## src/core/ufx_pkg.sv

```systemverilog
// shared constants and state encodings for the serial extension block
package ufx_pkg;
  localparam int DATA_W        = 8;   // data bits per frame
  localparam int ADDR_W        = 4;   // node address field width
  localparam int ADDR_MARK_BIT = 7;   // msb marks an address byte
  localparam int LAST_BIT      = 7;   // index of the final data bit
  localparam int BIT_DIV_DEF   = 16;  // default clock cycles per serial bit
  localparam int IDLE_BITS     = 10;  // high bit times that make an idle frame
  localparam int BREAK_BITS    = 10;  // low bit times sent as a break
  localparam int RX_DEPTH      = 2;   // entries in the receive buffer
  localparam logic RTS_ON      = 1'b0; // throttle output level that lets data in
  localparam logic RTS_OFF     = 1'b1; // throttle output level that halts the sender
  localparam logic LINE_IDLE   = 1'b1; // idle level of the data line

  // transmit sequencer, gray along idle-start-data-stop
  typedef enum logic [2:0]
  {
    TX_IDLE  = 3'h0,
    TX_START = 3'h1,
    TX_DATA  = 3'h3,
    TX_STOP  = 3'h2,
    TX_BREAK = 3'h6
  } ufx_tx_e;

  // asynchronous receive sequencer
  typedef enum logic [1:0]
  {
    RX_IDLE  = 2'h0,
    RX_START = 2'h1,
    RX_DATA  = 2'h3,
    RX_STOP  = 2'h2
  } ufx_rx_e;
endpackage

```

## src/core/ufx_stream_if.sv

```systemverilog
// valid/ready word stream between the block's own modules
`timescale 1ns/1ps
interface ufx_stream_if #(parameter int W = 8);
  logic         valid;  // word offered
  logic         ready;  // word can be taken
  logic [W-1:0] data;   // the word
  modport src (output valid, output data, input ready);
  modport snk (input valid, input data, output ready);
endinterface

```

## src/core/ufx_sync2.sv

```systemverilog
// two-flop synchroniser, one chain per bit
`timescale 1ns/1ps
module ufx_sync2 #(
  parameter int W = 2
) (
  input  wire logic         mclk_i,
  input  wire logic         reset_i,
  input  wire logic [W-1:0] async_i,
  input  wire logic [W-1:0] init_i,
  output wire logic [W-1:0] sync_o
);
  logic [W-1:0] meta_ff;  // first stage, read only by the second
  logic [W-1:0] sync_ff;  // second stage, safe to use

  genvar g;
  generate
    for (g = 0; g < W; g++)
    begin : g_bit
      // reset to idle-high keeps a spurious edge out of the logic
      always_ff @(posedge mclk_i or posedge reset_i)
      begin
        if (reset_i)
        begin
          meta_ff[g] <= 1'b1;
          sync_ff[g] <= 1'b1;
        end
        else
        begin
          meta_ff[g] <= async_i[g];
          sync_ff[g] <= meta_ff[g];
        end
      end
    end
  endgenerate

  assign sync_o = sync_ff;
  // init_i kept for symmetry of callers; reset value is the idle level
  logic unused_init;
  assign unused_init = ^init_i;
endmodule

```

## src/core/ufx_buf2.sv

```systemverilog
// small receive buffer with valid/ready on both sides
`timescale 1ns/1ps
module ufx_buf2 #(
  parameter int W     = 8,
  parameter int DEPTH = 2
) (
  input  wire logic   mclk_i,
  input  wire logic   reset_i,
  ufx_stream_if.snk   in_s,
  ufx_stream_if.src   out_s
);
  localparam int PW = (DEPTH > 1) ? $clog2(DEPTH) : 1;
  localparam logic [PW:0] FULL = (PW+1)'(DEPTH);
  localparam logic [PW:0] ONE  = (PW+1)'(1);
  localparam logic [PW-1:0] PONE = PW'(1);

  logic [W-1:0]  mem_ff [DEPTH];  // storage words
  logic [PW-1:0] wr_ff;           // write pointer
  logic [PW-1:0] rd_ff;           // read pointer
  logic [PW:0]   cnt_ff;          // words held

  wire push_w = in_s.valid & in_s.ready;
  wire pop_w  = out_s.valid & out_s.ready;

  assign in_s.ready  = (cnt_ff != FULL);
  assign out_s.valid = (cnt_ff != '0);
  assign out_s.data  = mem_ff[rd_ff];

  // pointers and fill level; pointers wrap, depth is a power of two
  always_ff @(posedge mclk_i or posedge reset_i)
  begin
    if (reset_i)
    begin
      wr_ff  <= '0;
      rd_ff  <= '0;
      cnt_ff <= '0;
    end
    else
    begin
      if (push_w)
        wr_ff <= wr_ff + PONE;
      if (pop_w)
        rd_ff <= rd_ff + PONE;
      if (push_w && !pop_w)
        cnt_ff <= cnt_ff + ONE;
      else if (pop_w && !push_w)
        cnt_ff <= cnt_ff - ONE;
    end
  end

  // data words, no reset needed
  always_ff @(posedge mclk_i)
  begin
    if (push_w)
      mem_ff[wr_ff] <= in_s.data;
  end
endmodule

```

## src/core/ufx_ext.sv

```systemverilog
// flow control, mute/wake and synchronous master clock for a serial transceiver
//
// Notes on behaviour
// throttle enabled and data held: drive throttle high
// receiver free again: drive throttle low
// send gate input is active low
// gate drop mid-frame: finish frame, then stop
// word written while gated waits for gate
// gate level change sets sticky flag, optional interrupt
// wake method 0 selects idle-line wake
// muted: no receive flags, no receive interrupts
// idle frame unmutes, idle flag stays clear
// wake method 1: msb-set byte is address
// mute writes accepted only with empty buffer
// mismatching address byte sets mute
// matching address clears mute, byte delivered
// synchronous mode is clock master only
// software keeps other special modes off
// serial clock quiet when idle or breaking
// no clock pulses on start, stop bits
// clock idle level follows polarity setting
// phase picks first or second edge sampling
// software changes clock setup only while disabled
// last-bit pulse setting gates final data clock
// clock only while transmitting written data
// synchronous receive samples on own edge
// software clears gate change flag explicitly
`timescale 1ns/1ps
module ufx_ext #(
  parameter int BIT_DIV = ufx_pkg::BIT_DIV_DEF
) (
  input  wire logic                      mclk_i,
  input  wire logic                      reset_i,
  input  wire logic                      tx_enable_i,
  input  wire logic                      rx_enable_i,
  input  wire logic                      send_break_i,
  input  wire logic                      receive_throttle_enable_i,
  input  wire logic                      send_gate_enable_i,
  input  wire logic                      send_gate_change_irq_enable_i,
  input  wire logic                      send_gate_change_clear_i,
  input  wire logic                      wake_method_i,
  input  wire logic [ufx_pkg::ADDR_W-1:0] node_addr_i,
  input  wire logic                      mute_write_i,
  input  wire logic                      mute_wdata_i,
  input  wire logic                      idle_line_clear_i,
  input  wire logic                      sync_clock_enable_i,
  input  wire logic                      clock_idle_level_i,
  input  wire logic                      clock_sample_edge_i,
  input  wire logic                      last_bit_clock_pulse_i,
  input  wire logic                      tx_valid_i,
  input  wire logic [ufx_pkg::DATA_W-1:0] tx_data_i,
  output wire logic                      tx_ready_o,
  output wire logic                      rx_valid_o,
  output wire logic [ufx_pkg::DATA_W-1:0] rx_data_o,
  input  wire logic                      rx_read_i,
  input  wire logic                      send_gate_n_i,
  output wire logic                      receive_throttle_n_o,
  input  wire logic                      rxd_i,
  output wire logic                      txd_o,
  output wire logic                      serial_clock_out_o,
  output wire logic                      send_gate_change_flag_o,
  output wire logic                      send_gate_irq_o,
  output wire logic                      idle_line_flag_o,
  output wire logic                      receiver_mute_o,
  output wire logic                      tx_busy_o
);
  localparam int DW = ufx_pkg::DATA_W;
  localparam int CW = $clog2(BIT_DIV);
  localparam int IC = ufx_pkg::IDLE_BITS * BIT_DIV;
  localparam int IW = $clog2(IC + 1);
  localparam logic [CW-1:0] CYC_LAST = CW'(BIT_DIV - 1);
  localparam logic [CW-1:0] CYC_HALF = CW'(BIT_DIV / 2);
  localparam logic [CW-1:0] CYC_ONE  = CW'(1);
  localparam logic [3:0]    BIT_LAST = 4'(ufx_pkg::LAST_BIT);
  localparam logic [3:0]    BRK_LAST = 4'(ufx_pkg::BREAK_BITS - 1);
  localparam logic [3:0]    BIT_ONE  = 4'h1;
  localparam logic [IW-1:0] IDLE_END = IW'(IC - 1);
  localparam logic [IW-1:0] IDLE_ONE = IW'(1);

  // pin synchronisers: gate input and receive line
  logic gate_s;   // synchronised send gate, low = allowed
  logic rxd_s;    // synchronised receive line
  ufx_sync2 #(.W(2)) u_sync (
    .mclk_i  (mclk_i),
    .reset_i (reset_i),
    .async_i ({send_gate_n_i, rxd_i}),
    .init_i  ({ufx_pkg::LINE_IDLE, ufx_pkg::LINE_IDLE}),
    .sync_o  ({gate_s, rxd_s})
  );

  // receive buffer streams
  ufx_stream_if #(.W(DW)) rx_in_if ();
  ufx_stream_if #(.W(DW)) rx_out_if ();
  ufx_buf2 #(.W(DW), .DEPTH(ufx_pkg::RX_DEPTH)) u_rxbuf (
    .mclk_i  (mclk_i),
    .reset_i (reset_i),
    .in_s    (rx_in_if),
    .out_s   (rx_out_if)
  );
  assign rx_out_if.ready = rx_read_i;
  assign rx_valid_o      = rx_out_if.valid;
  assign rx_data_o       = rx_out_if.data;

  // ---------------- transmit side ----------------
  ufx_pkg::ufx_tx_e tx_st_ff, nxt_tx_st;   // transmit state
  logic [CW-1:0]   txc_ff;                 // cycle within bit
  logic [3:0]      txb_ff;                 // bit index
  logic [DW-1:0]   txsh_ff;                // outgoing shift word
  logic            txd_ff;                 // registered data pin
  logic            sclk_ff;                // registered clock pin

  // gate is active low; disabled gate always allows
  wire gate_ok_w   = !send_gate_enable_i || !gate_s;
  // synchronous receive must have room before a frame starts
  wire sync_room_w = !(sync_clock_enable_i && rx_enable_i) || rx_in_if.ready;
  wire tx_idle_w   = (tx_st_ff == ufx_pkg::TX_IDLE);
  // gate looked at only between frames, so a drop lets the frame end
  wire tx_go_w     = tx_idle_w && tx_enable_i && tx_valid_i && gate_ok_w
                     && sync_room_w && !send_break_i;
  wire brk_go_w    = tx_idle_w && tx_enable_i && send_break_i;
  wire bit_end_w   = (txc_ff == CYC_LAST);
  wire first_half_w = (txc_ff < CYC_HALF);
  wire mid_tick_w  = (txc_ff == CYC_HALF);
  assign tx_ready_o = tx_go_w;
  assign tx_busy_o  = !tx_idle_w;

  // transmit sequencing
  always_comb
  begin
    nxt_tx_st = tx_st_ff;
    case (tx_st_ff)
      ufx_pkg::TX_IDLE:
        if (brk_go_w)
          nxt_tx_st = ufx_pkg::TX_BREAK;
        else if (tx_go_w)
          nxt_tx_st = ufx_pkg::TX_START;
      ufx_pkg::TX_START:
        if (bit_end_w)
          nxt_tx_st = ufx_pkg::TX_DATA;
      ufx_pkg::TX_DATA:
        if (bit_end_w && txb_ff == BIT_LAST)
          nxt_tx_st = ufx_pkg::TX_STOP;
      ufx_pkg::TX_STOP:
        if (bit_end_w)
          nxt_tx_st = ufx_pkg::TX_IDLE;
      ufx_pkg::TX_BREAK:
        if (bit_end_w && txb_ff == BRK_LAST)
          nxt_tx_st = ufx_pkg::TX_STOP;
      default:
        nxt_tx_st = ufx_pkg::TX_IDLE;
    endcase
  end

  // clock pulse only for data bits, last one optional
  wire pulse_bit_w = sync_clock_enable_i && (tx_st_ff == ufx_pkg::TX_DATA)
                     && ((txb_ff != BIT_LAST) || last_bit_clock_pulse_i);
  // phase 1 toggles at bit start, phase 0 at mid-bit; sample edge lands mid-bit
  wire clk_act_w   = pulse_bit_w && (clock_sample_edge_i ? first_half_w : !first_half_w);
  wire nxt_sclk    = clock_idle_level_i ^ clk_act_w;
  wire nxt_txd     = (tx_st_ff == ufx_pkg::TX_DATA) ? txsh_ff[0] :
                     ((tx_st_ff == ufx_pkg::TX_START) || (tx_st_ff == ufx_pkg::TX_BREAK))
                     ? 1'b0 : ufx_pkg::LINE_IDLE;

  // transmit registers
  always_ff @(posedge mclk_i or posedge reset_i)
  begin
    if (reset_i)
    begin
      tx_st_ff <= ufx_pkg::TX_IDLE;
      txc_ff   <= '0;
      txb_ff   <= '0;
      txsh_ff  <= '0;
      txd_ff   <= 1'b1;
      sclk_ff  <= 1'b0;
    end
    else
    begin
      tx_st_ff <= nxt_tx_st;
      txc_ff   <= (tx_idle_w || bit_end_w) ? '0 : txc_ff + CYC_ONE;
      txd_ff   <= nxt_txd;
      sclk_ff  <= nxt_sclk;
      if (tx_go_w)
        txsh_ff <= tx_data_i;
      else if (bit_end_w && tx_st_ff == ufx_pkg::TX_DATA)
        txsh_ff <= txsh_ff >> 1;
      if (nxt_tx_st != tx_st_ff)
        txb_ff <= '0;
      else if (bit_end_w)
        txb_ff <= txb_ff + BIT_ONE;
    end
  end
  assign txd_o              = txd_ff;
  assign serial_clock_out_o = sclk_ff;

  // ---------------- receive side ----------------
  ufx_pkg::ufx_rx_e rx_st_ff, nxt_rx_st;   // async receive state
  logic [CW-1:0]   rxc_ff;                 // cycle counter
  logic [3:0]      rxb_ff;                 // data bit index
  logic [DW-1:0]   rxsh_ff;                // incoming shift word
  logic [IW-1:0]   idc_ff;                 // idle high cycles
  logic            armed_ff;               // line has seen traffic since last idle

  wire async_on_w = rx_enable_i && !sync_clock_enable_i;
  wire rx_tick_w  = (rx_st_ff == ufx_pkg::RX_START) ? (rxc_ff == CYC_HALF) : (rxc_ff == CYC_LAST);
  // synchronous sample taken directly at the generated edge, no oversampling
  wire sync_smp_w = sync_clock_enable_i && rx_enable_i && mid_tick_w
                    && (tx_st_ff == ufx_pkg::TX_DATA);
  wire async_smp_w = (rx_st_ff == ufx_pkg::RX_DATA) && rx_tick_w;
  wire sync_done_w = sync_clock_enable_i && rx_enable_i && bit_end_w
                     && (tx_st_ff == ufx_pkg::TX_DATA) && (txb_ff == BIT_LAST);
  wire async_done_w = (rx_st_ff == ufx_pkg::RX_STOP) && rx_tick_w && rxd_s;
  wire byte_done_w = sync_done_w || async_done_w;
  wire idle_evt_w  = armed_ff && (rx_st_ff == ufx_pkg::RX_IDLE) && (idc_ff == IDLE_END);

  // async receive sequencing
  always_comb
  begin
    nxt_rx_st = rx_st_ff;
    case (rx_st_ff)
      ufx_pkg::RX_IDLE:
        if (async_on_w && !rxd_s)
          nxt_rx_st = ufx_pkg::RX_START;
      ufx_pkg::RX_START:
        if (rx_tick_w)
          nxt_rx_st = rxd_s ? ufx_pkg::RX_IDLE : ufx_pkg::RX_DATA;
      ufx_pkg::RX_DATA:
        if (rx_tick_w && rxb_ff == BIT_LAST)
          nxt_rx_st = ufx_pkg::RX_STOP;
      ufx_pkg::RX_STOP:
        if (rx_tick_w)
          nxt_rx_st = ufx_pkg::RX_IDLE;
      default:
        nxt_rx_st = ufx_pkg::RX_IDLE;
    endcase
  end

  // receive registers
  always_ff @(posedge mclk_i or posedge reset_i)
  begin
    if (reset_i)
    begin
      rx_st_ff <= ufx_pkg::RX_IDLE;
      rxc_ff   <= '0;
      rxb_ff   <= '0;
      rxsh_ff  <= '0;
      idc_ff   <= '0;
      armed_ff <= 1'b0;
    end
    else
    begin
      rx_st_ff <= nxt_rx_st;
      rxc_ff   <= (nxt_rx_st != rx_st_ff || rx_tick_w) ? '0 : rxc_ff + CYC_ONE;
      if (nxt_rx_st != rx_st_ff)
        rxb_ff <= '0;
      else if (async_smp_w)
        rxb_ff <= rxb_ff + BIT_ONE;
      if (async_smp_w || sync_smp_w)
        rxsh_ff <= {rxd_s, rxsh_ff[DW-1:1]};
      // idle count restarts on any low level or on a fired idle frame
      idc_ff   <= (!rxd_s || !async_on_w || idle_evt_w) ? '0 : idc_ff + IDLE_ONE;
      if (idle_evt_w)
        armed_ff <= 1'b0;
      else if (rx_st_ff == ufx_pkg::RX_START)
        armed_ff <= 1'b1;
    end
  end

  // ---------------- mute and wake ----------------
  logic mute_ff;       // receiver muted
  logic idle_flag_ff;  // idle line seen while awake

  wire is_addr_w  = wake_method_i && rxsh_ff[ufx_pkg::ADDR_MARK_BIT];
  wire match_w    = (rxsh_ff[ufx_pkg::ADDR_W-1:0] == node_addr_i);
  // muted data bytes vanish without touching any flag
  wire deliver_w  = byte_done_w && (is_addr_w ? match_w : !mute_ff);
  wire addr_set_w = byte_done_w && is_addr_w && !match_w;
  wire addr_clr_w = byte_done_w && is_addr_w && match_w;
  wire idle_wake_w = idle_evt_w && mute_ff && !wake_method_i;
  wire sw_mute_ok_w = mute_write_i && !rx_out_if.valid;
  // hardware events outrank a software write in the same cycle
  wire nxt_mute   = addr_set_w ? 1'b1 :
                    (addr_clr_w || idle_wake_w) ? 1'b0 :
                    sw_mute_ok_w ? mute_wdata_i : mute_ff;
  wire nxt_idle_flag = (idle_evt_w && !mute_ff) || (idle_flag_ff && !idle_line_clear_i);

  assign rx_in_if.valid = deliver_w;
  assign rx_in_if.data  = rxsh_ff;

  // mute and idle flag registers
  always_ff @(posedge mclk_i or posedge reset_i)
  begin
    if (reset_i)
    begin
      mute_ff      <= 1'b0;
      idle_flag_ff <= 1'b0;
    end
    else
    begin
      mute_ff      <= nxt_mute;
      idle_flag_ff <= nxt_idle_flag;
    end
  end
  assign receiver_mute_o  = mute_ff;
  assign idle_line_flag_o = idle_flag_ff;

  // ---------------- flow control ----------------
  logic gate_prev_ff;  // last synchronised gate level
  logic gate_flag_ff;  // sticky gate change flag
  logic rts_n_ff;      // throttle output

  // set wins over a clear arriving in the same cycle
  wire gate_chg_w    = send_gate_enable_i && (gate_s != gate_prev_ff);
  wire nxt_gate_flag = gate_chg_w || (gate_flag_ff && !send_gate_change_clear_i);
  // a held word halts the sender; two entries absorb its frame in flight
  wire nxt_rts_n     = (receive_throttle_enable_i && rx_out_if.valid)
                       ? ufx_pkg::RTS_OFF : ufx_pkg::RTS_ON;

  // flow control registers
  always_ff @(posedge mclk_i or posedge reset_i)
  begin
    if (reset_i)
    begin
      gate_prev_ff <= 1'b1;
      gate_flag_ff <= 1'b0;
      rts_n_ff     <= ufx_pkg::RTS_ON;
    end
    else
    begin
      gate_prev_ff <= gate_s;
      gate_flag_ff <= nxt_gate_flag;
      rts_n_ff     <= nxt_rts_n;
    end
  end
  assign send_gate_change_flag_o = gate_flag_ff;
  assign send_gate_irq_o         = gate_flag_ff && send_gate_change_irq_enable_i;
  assign receive_throttle_n_o    = rts_n_ff;
endmodule

```

## config.mk

```make
export PLATFORM = sky130hd
export DESIGN_NAME = ufx_ext
export DESIGN_NICKNAME = d
export VERILOG_FILES = /design/src/core/ufx_pkg.sv /design/src/core/ufx_stream_if.sv /design/src/core/ufx_sync2.sv /design/src/core/ufx_buf2.sv /design/src/core/ufx_ext.sv
export SDC_FILE = /design/constraint.sdc
export NUM_CORES = 1
export LEC_CHECK = 0
export BUFFER_PORTS_ARGS = -buffer_cell sky130_fd_sc_hd__buf_4
export CELL_PAD_IN_SITES_DETAIL_PLACEMENT = 1
export CELL_PAD_IN_SITES_GLOBAL_PLACEMENT = 1
export CORE_ASPECT_RATIO = 0.6
export CORE_MARGIN = 2
export CORE_UTILIZATION = 25
export CTS_CLUSTER_SIZE = 24
export DETAILED_ROUTE_END_ITERATION = 10
export MAX_ROUTING_LAYER = met4
export PLACE_DENSITY = 0.53
export SYNTH_ARGS = -nofsm -noshare
export SYNTH_HDL_FRONTEND = slang
export SYNTH_SLANG_ARGS = --single-unit
```

## constraint.sdc

```tcl
create_clock -name mclk_i -period 2.6 [get_ports mclk_i]
set_clock_uncertainty 0.1 [all_clocks]
set_input_delay 0.13 -clock mclk_i [delete_from_list [all_inputs] [get_ports mclk_i]]
set_output_delay 0.13 -clock mclk_i [all_outputs]
set_load 0.01 [all_outputs]
```

==> out/qor.yml, run 1 <==
outcome: "complete, no violations"
critPathKind: "flip-flop to flip-flop"
reg2reg_depth: 4
synth-seq-cells: 77
whs_path_depth: 3
grt_pass1_vias: 2696
ys_seq_area_frac: 0.5533
coreArea_um2: 14380
synth.distinct_cells: 56
n_fill_cell: 1609
grt_antenna_before_repair: 0
power.density_nw_per_um2: 853.9
ctsResizeCount: 0
cts_sinks: 77
cp_max_fo: 8
cts_root_buffer: "clkbuf_16"
num_rows: 34
final_nets: 424
synth_ff_type: "dfrtp_1"
cts_tree: "yes"
first_iter_violations: 95
required_ns: 2.49
yosys.area.top_type: "dfrtp_1"
cts_made_buffers: 9
leakagePower_nw: 2.092
avgRoutedWirePerCell_um: 14.42
overflow: 0
ir_drop_v: 0.0003029
endpoint_kind: "flip-flop"
hold_viol_final: 0
slew-limit-headroom: 0.5095
dr.pass1.iters: 4
setup_tns_ns: 0
fp.dieW_um: 159.8
yosysTopAreaCellShare: 0.3780
gp_congestion: 0.8122
synth_area_leaders: "dfrtp_1, edfxtp_1, mux2_2"
yosysWarnings: 0
layout-drive-gt1-share: 0.2732
netlist_area_um2: 3641
wirelength_mm: 8.452
final_cell_mix: "dfrtp_1, buf_4, nor2_1"
critPathLaunchType: "flip-flop"
worst_pin_slew_ns: 0.7346
antenna_cells: 0
drtAntennaViolNets: 0
grt_pass1_wl_mm: 14.17
io-pin-count: 51
synth.net_count: 353
syn_avg_cell_area_um2: 11.67
hpwl_mm: 6.328
initial_utilization: 0.2532
slew_viol_final: 0
arrival_ns: 2.19
syn_to_final_growth_pct: 29.38
synthArstFlopShare: 0.7922
viasPerCell: 4.358
holdWs_ns: 0.02243
path_clk_slew_ns: 0.06
die-area_um2: 15580
die_h_um: 97.48
synth_edf_count: 16
cts_max_level: 3
fmax_mhz: 434.6
clockBufferDepth: 2
layout_commonest_cell: "dfrtp_1"
clkLatencyLatePin_ns: 0.33
portBuffers: 50
synthCells: 312
drc: 0
hp-class: "input pin to flip-flop"
grt_max_degree: 32
num_vias: 2554
grt_setup_unrepaired: "false"
setup_viol: 0
fin_crit_sh: 0.8850
track_usage: 0.1198
period_needed_ns: 2.301
maxCapViolations: 0
[cell type report]
class | count | area, um2 | area share
inverter | 16 | 60.06 | 0.01275
tap | 198 | 247.7 | 0.05259
timing repair buffer | 71 | 585.6 | 0.1243
clock inverter | 5 | 60.06 | 0.01275
clock buffer | 11 | 242.7 | 0.05153
multi-input combinational | 208 | 1500 | 0.3185
sequential | 77 | 2014 | 0.4276
[synth_stat cells (all sizes together), types with 4 or more instances]
master and count:
a21o 8, a21oi 8, a22o 7, and3 8
buf 6, clkbuf 5, dfrtp 55, dfstp 6
edfxtp 16, ha 8, inv 16, mux2 20
nand2 15, nand3 11, nand3b 5, nand4 4
nor2 27, nor3 9, o21ai 7, xnor2 12
xor2 15
[per-layer routing]
metal | GRT usage | part of all wire | vias to the layer above
met5 | - | 0 | -
met3 | 0.03756 | 0.044 | 9
met4 | 0.02911 | 0.0090 | 0
li1 | - | - | 1256
met2 | 0.1675 | 0.41 | 46
met1 | 0.1681 | 0.54 | 1243
[flip-flops by register name, indices dropped and copies added (netlist names), 2 cells and up]
signal and cells:
idc_ff 8, tx_st_ff 3, rx_in_if.data 8, u_rxbuf.cnt_ff 2, rxc_ff 4, rx_st_ff 2
u_rxbuf.mem_ff 16, rxb_ff 4, u_sync.meta_ff 2, txb_ff 4, txc_ff 4, u_sync.sync_o 2
txsh_ff 8
[metrics by stage]
stage          power, W  utilization  area [um2]  instances  setup WS [ns]
2_1_floorplan  0.002433            -        3641        312         0.4867
3_3_place_gp   0.002757       0.2954        4248        554         0.3374
3_5_place_dp   0.002781       0.2954        4248        554         0.2748
4_1_cts        0.004092       0.3276        4711        586         0.2765
5_1_grt        0.004297       0.3276        4711        586         0.1422
6_report       0.004023       0.3276        4711        586         0.2990
[cell families (layout without fill, tap and decap cells)]
logic type,after synthesis,after routing,synth area share
simple gates,100,100,0.1485
buf+inv,27,103,0.03470
compound gates,51,51,0.1038
mux,22,22,0.06736
flops,77,77,0.5533
fa+ha+maj,8,8,0.02749
xor+xnor,27,27,0.06495
[timing repair]
action / in CTS / in global routing
buffers inserted: 0 / 0
hold endpoints to repair: 42 / 0
hold buffers: 16 / 0
[power by group]
group | leakage, nW | internal, W | total (W) | switching, W
registers | 0.917 | 0.00148 | 0.00177 | 0.000288
clock network | 0.146 | 0.000773 | 0.00126 | 0.000484
logic | 1.03 | 0.000510 | 0.00100 | 0.000490
total | 2.09 | 0.00276 | 0.00402 | 0.00126
[worst max-delay path: stages (launching register included)]
cell and delay, ns:
dfrtp_1 0.42, xor2_1 0.18, or4_1 0.59, mux2i_1 0.19, and4b_1 0.47
[path summary, 6_finish.rpt]
check / startpoint / to / slack [ns]
max: rx_in_if.data[1] / u_rxbuf.mem_ff[0][1] / 0.30
min: rx_read_i / u_rxbuf.rd_ff / 0.02
max reg2reg: rx_in_if.data[1] / u_rxbuf.mem_ff[0][1] / 0.30
min reg2reg: u_sync.meta_ff[0] / u_sync.sync_o[0] / 0.25
max in group asynchronous: reset_i / gate_prev_ff / 1.32
min in group asynchronous: reset_i / txb_ff[1] / 0.38
Note: power is estimated with default switching activity, not from simulation.
==> inputs of run 2 (changes only) <==
- PLACE_DENSITY: 0.53 -> 0.56
==> run 2 against run 1 <==
  * Count of clock-buffer cells in the layout stayed put
  * Non-clock buffer count is 1 lower
  * Worst hold slack worse by 0.0095 ns
  * Maximum frequency is 1.5% lower
  * Sequential share of layout area is 0.30 points higher
  * Critical endpoint is now u_rxbuf.mem_ff[0][5]
==> out/qor.yml, run 2 (synthesis gave the netlist of run 1 again) <==
outcome: "complete, no violations"
portBuffers: 50  # unchanged
hold_viol_final: 0  # unchanged
path_cells: "xor2_1 -> or4_1 -> mux2i_1 -> and4b_1"
hp-class: "input pin to flip-flop"
power.share.clock: 0.298  # -0.014
initial_utilization: 0.2532  # unchanged
critPathLaunchType: "flip-flop"
ctsResizeCount: 0  # unchanged
cts_max_level: 3  # unchanged
cpPeakStageDelay_ns: 0.59  # about the same
setup_tns_ns: 0  # unchanged
gp_congestion: 0.7932  # -2.3%
pwr-share-seq: 0.453  # +0.014
layout_commonest_cell: "dfrtp_1"
leakagePower_nw: 2.076  # -0.74%
share_comb_of_total_power: 0.250  # about the same
first_iter_violations: 121  # +27%
maxCapViolations: 0  # unchanged
syn_to_final_growth_pct: 28.49
drc: 0  # unchanged
worst_pin_slew_ns: 0.6808  # -0.05382 ns
die-area_um2: 15580  # unchanged
required_ns: 2.49  # about the same
coreArea_um2: 14380  # unchanged
wirelength_mm: 8.584  # +1.6%
fin_crit_sh: 0.8987  # +0.01369
critical_path.top_delay_family: "simple AND/OR/NAND/NOR gates"
setup_viol: 0  # unchanged
design_area_um2: 4678  # -0.69%
dr.pass1.iters: 4  # unchanged
grt_pass1_wl_mm: 14.38  # +1.5%
slew-limit-headroom: 0.5455  # +0.03593
largest_register_ffs: 16  # unchanged
period_needed_ns: 2.337  # +0.03559 ns
cts_root_buffer: "clkbuf_16"
final_nets: 423  # -0.24%
num_vias: 2609  # +2.2%
grt_setup_unrepaired: "false"
swShare: 0.3264  # +0.01287
top_register: "u_rxbuf.mem_ff"
slew_viol_final: 0  # unchanged
grt_antenna_before_repair: 0  # unchanged
layout-drive-gt1-share: 0.2713  # -0.001878
fmax_mhz: 428.0  # -1.5%
cp_max_fo: 8  # unchanged
power.density_nw_per_um2: 842.9  # -1.3%
ir_drop_v: 0.0002699  # -11%
power.internal_w: 0.002656  # -3.8%
cts_sinks: 77  # unchanged
endpoint_kind: "flip-flop"
io-pin-count: 51  # unchanged
grt_max_degree: 35  # +9.4%
clkLatencyLatePin_ns: 0.34  # about the same
critPathKind: "flip-flop to flip-flop"
p_sw_w: 0.001287  # +2.1%
clockBufferDepth: 2  # unchanged
hpwl_mm: 6.345  # +0.27%
final_cell_mix: "dfrtp_1, buf_4, nor2_1"
place_area_um2: 4240  # -0.18%
antenna_cells: 0  # unchanged
drtAntennaViolNets: 0  # unchanged
utilization: 0.3254  # -0.002262
place_ws_ns: 0.2338  # -0.04106 ns
grt_pass1_vias: 2726  # +1.1%
path_clk_slew_ns: 0.06  # about the same
viasPerCell: 4.460  # +2.3%
track_usage: 0.1225  # +0.002694
cp_slowest_cell: "or4_1"
crit_buf_inv: 0  # unchanged
arrival_ns: 2.23  # +0.04 ns
avgRoutedWirePerCell_um: 14.67  # +1.7%
num_rows: 34  # unchanged
cts_made_buffers: 9  # unchanged
overflow: 0  # unchanged
fin_ws_ns: 0.2634  # -0.03559 ns
fp.dieW_um: 159.8  # unchanged
cts_tree: "yes"
die_h_um: 97.48  # unchanged
## run 2: per-layer routing
| metal | up-vias | track usage | wire length [um] |
|---|---|---|---|
| li1 | 1252 | - | - |
| met2 | 48 | 0.1745 | 3621 |
| met1 | 1299 | 0.1672 | 4462 |
| met4 | 0 | 0.03534 | 105 |
| met3 | 10 | 0.03841 | 396 |
| met5 | - | - | 0 |
## run 2: what timing repair did
item                                   in CTS  in global routing
hold buffers                               16                  0
endpoints found under the hold margin      37                  0
setup buffers                               0                  0
## run 2: cell type report
class	instances	area, um2
tap	198	247.7
clock buffer	11	242.7
sequential	77	2014
timing repair buffer	70	578.1
fill	1623	9701
multi-input combinational	208	1500
clock inverter	5	35.03
inverter	16	60.06
## run 2: worst reg2reg max path, stage by stage (launching register included)
cell,delay [ns]
dfrtp_1,0.42
xor2_1,0.18
or4_1,0.59
mux2i_1,0.20
and4b_1,0.49
## run 2: stage by stage
step | hold slack (ns) | cells | power (W)
finish | 0.01294 | 585 | 0.003943
global placement | 0.1415 | 553 | 0.002741
detailed placement | 0.1430 | 553 | 0.002781
global route | 0.04429 | 585 | 0.004190
CTS | 0.01055 | 585 | 0.003993
floorplan | 0.03448 | 312 | 0.002433
## run 2: worst paths after layout
path	cells past startpoint	startpoint	slack (ns)	to
setup / recovery	4	rx_in_if.data[1]	0.26	u_rxbuf.mem_ff[0][5]
hold / removal	3	rx_read_i	0.01	u_rxbuf.rd_ff
setup reg to reg	4	rx_in_if.data[1]	0.26	u_rxbuf.mem_ff[0][5]
hold reg to reg	0	u_sync.meta_ff[0]	0.25	u_sync.sync_o[0]
max in group asynchronous	4	reset_i	1.35	u_sync.meta_ff[0]
min in group asynchronous	3	reset_i	0.36	txsh_ff[7]
## run 2: power by group through the flow
stage	sequential (W)	combinational, W	clock, W
floorplan	0.00164	0.000795	0
global placement	0.00179	0.000949	0
detailed placement	0.00181	0.000976	0
CTS	0.00179	0.000998	0.00121
global route	0.00183	0.00110	0.00126
finish	0.00178	0.000984	0.00117
==> inputs of run 3 (changes only) <==
- ABC_AREA: not set -> 1
- PLACE_DENSITY: 0.56 -> 0.57
- clock period: 2.6 -> 2.7 ns (I/O delays scaled with it)
==> run 3 against run 2 <==
  * Flip-flop and latch count unchanged
  * Area after synthesis down 0.10%
  * Count of clock-buffer cells in the layout down 2
  * Cell count up 10%
  * Highest routed layer unchanged
==> out/qor.yml, run 3 <==
critPathLaunchType: "flip-flop"
ys_seq_area_frac: 0.5538  # +0.0005710
synth.distinct_cells: 39  # -30%
coreArea_um2: 14340  # -0.30%
grt_pass1_wl_mm: 14.47  # +0.63%
viasPerCell: 4.240  # -4.9%
synth_area_leaders: "dfrtp_1, edfxtp_1, nand2_1"
num_vias: 2735  # +4.8%
initial_utilization: 0.2537  # +0.0004895
fin_crit_sh: 0.8480  # -0.05070
ctsResizeCount: 0  # unchanged
largest_register_ffs: 16  # unchanged
first_iter_violations: 90  # -26%
maxCapViolations: 0  # unchanged
grt_setup_unrepaired: "false"
hold_start: "rx_read_i"
synth_edf_count: 16  # unchanged
grt_pass1_vias: 2811  # +3.1%
io-pin-count: 51  # unchanged
synth.net_count: 405  # +15%
die_h_um: 97.43  # about the same
synth-seq-cells: 77  # unchanged
drc: 0  # unchanged
yosysTopAreaCellShare: 0.3784  # +0.0003901
synth_ff_type: "dfrtp_1"
cp_max_fo: 4  # -4
grt_max_degree: 29  # -17%
hpwl_mm: 6.541  # +3.1%
antenna_cells: 0  # unchanged
design_area_um2: 4753  # +1.6%
r2r_start: "rxc_ff[0]"
fmax_mhz: 436.8  # +2.1%
hold_viol_final: 0  # unchanged
power.share.clock: 0.360  # +0.062
ir_drop_v: 0.0002660  # -1.4%
avgRoutedWirePerCell_um: 13.39  # -8.7%
p_sw_w: 0.001083  # -16%
leakagePower_nw: 2.124  # +2.3%
clkLatencyLatePin_ns: 0.34  # about the same
yosysWarnings: 0  # unchanged
synth_common_cells: "nand2_1, dfrtp_1, inv_1"
worst_path_most_repeated_cell: "nand3_1"
syn_to_final_growth_pct: 30.68
slew-limit-headroom: 0.6285  # +0.08305
period_needed_ns: 2.290  # -0.04701 ns
setup.worst_path.start: "rxc_ff[0]"
cts_made_buffers: 9  # unchanged
gp_congestion: 0.7445  # -6.1%
cts_max_level: 3  # unchanged
cts_tree: "yes"
finalPower_w: 0.003526  # -11%
synthCells: 364  # +17%
track_usage: 0.1222  # -0.0003653
fp.dieW_um: 159.7  # about the same
portBuffers: 50  # unchanged
yosys.area.top_type: "dfrtp_1"
n_fill_cell: 1649  # +1.6%
path_cells: "nand3_1 -> a21boi_2 -> nand3_1 -> o21ai_2 -> nand3_1 -> inv_1 -> ha_1 -> a21oi_1 -> o21ai_0 -> xnor2_1"
final_cell_mix: "nand2_1, dfrtp_1, buf_4"
synth.most_common_cell: "nand2_1"
syn_avg_cell_area_um2: 9.992  # -14%
endpoint_kind: "flip-flop"
num_rows: 34  # unchanged
wirelength_mm: 8.637  # +0.62%
layout-drive-gt1-share: 0.2640  # -0.007336
setup_tns_ns: 0  # unchanged
hp-class: "input pin to flip-flop"
cts_root_buffer: "clkbuf_16"
arrival_ns: 2.41  # +0.18 ns
layout_commonest_cell: "nand2_1"
path_clk_slew_ns: 0.06  # about the same
critPathKind: "flip-flop to flip-flop"
worst_pin_slew_ns: 0.5564  # -0.1244 ns
synthArstFlopShare: 0.7922  # unchanged
top_register: "u_rxbuf.mem_ff"
share_comb_of_total_power: 0.198  # -0.052
grt_antenna_before_repair: 0  # unchanged
outcome: "complete, no violations"
slew_viol_final: 0  # unchanged
power.internal_w: 0.002443  # -8.0%
die-area_um2: 15560  # -0.10%
drtAntennaViolNets: 0  # unchanged
setup_viol: 0  # unchanged
cp_slowest_cell: "dfrtp_1"
final_nets: 483  # +14%
dr.pass1.iters: 4  # unchanged
place_area_um2: 4269  # +0.68%
pwr-share-seq: 0.442  # -0.011
power.density_nw_per_um2: 741.7  # -12%
clockBufferDepth: 2  # unchanged
swShare: 0.3072  # -0.01916
cpPeakStageDelay_ns: 0.39  # -0.20 ns
cts_sinks: 77  # unchanged
overflow: 0  # unchanged
required_ns: 2.82  # +0.33 ns
netlist_area_um2: 3637  # -0.10%
-- run 3: power by group through the flow --
stage / combinational [W] / sequential, W / clock, W
global placement: 0.000674 / 0.00157 / 0
finish: 0.000697 / 0.00156 / 0.00127
floorplan: 0.000468 / 0.00151 / 0
global route: 0.000783 / 0.00159 / 0.00137
CTS: 0.000707 / 0.00156 / 0.00132
detailed placement: 0.000683 / 0.00159 / 0
-- run 3: per-layer routing --
metal / vias to the layer above / track usage / share of wire
met5: - / - / 0
met4: 0 / 0.03566 / 0.010
met3: 6 / 0.03500 / 0.040
met2: 44 / 0.1722 / 0.42
met1: 1336 / 0.1700 / 0.53
li1: 1349 / - / -
-- run 3: cell families after synthesis --
logic type               synth area share
multiplexers                      0.02477
AND/OR/NAND/NOR                    0.2098
adder cells (fa/ha/maj)           0.02752
flip-flops                         0.5538
AO/OA/AOI/OAI                     0.07293
buffers and inverters             0.06295
XOR/XNOR                          0.04816
-- run 3: what timing repair did --
item | CTS | global route
hold endpoints to repair | 34 | 0
setup buffers | 0 | 0
hold buffers | 17 | 0
setup endpoints to repair | 0 | 0
-- run 3: worst max-delay path, delay by kind of cell (launching register included) --
family | cells | cell delay (ns)
AND/OR/NAND/NOR | 3 | 0.48
AO/OA/AOI/OAI | 4 | 0.75
buffers and inverters | 1 | 0.09
XOR/XNOR | 1 | 0.13
adder cells (fa/ha/maj) | 1 | 0.24
flip-flops | 1 | 0.39
-- run 3: through the flow --
step           setup slack, ns  hold WS (ns)  utilization  cells
4_1_cts                 0.4270       0.02130       0.3316    645
3_5_place_dp            0.4390        0.1358       0.2978    612
2_1_floorplan           0.7148       0.03948            -    364
5_1_grt                 0.2112       0.02623       0.3316    645
6_report                0.4104       0.03100       0.3316    645
3_3_place_gp            0.5164        0.1385       0.2978    612
-- run 3: path summary, 6_finish.rpt --
check                                     endpoint  slack, ns  cells past startpoint
min                                  u_rxbuf.rd_ff       0.03                      3
min in group asynchronous  send_gate_change_flag_o       0.32                      3
max                              u_rxbuf.cnt_ff[1]       0.41                     10
max in group asynchronous                    txd_o       1.53                      4
min reg2reg                       u_sync.sync_o[0]       0.26                      0
max reg2reg                      u_rxbuf.cnt_ff[1]       0.41                     10
-- run 3: final cells by class --
class / count / area (um2) / share of cell area
Clock inverter: 7 / 88.84 / 0.01869
Tap cell: 198 / 247.7 / 0.05212
Inverter: 53 / 202.7 / 0.04264
Clock buffer: 9 / 225.2 / 0.04738
Multi-Input combinational cell: 231 / 1394 / 0.2932
Timing Repair Buffer: 70 / 580.6 / 0.1221
Sequential cell: 77 / 2014 / 0.4238
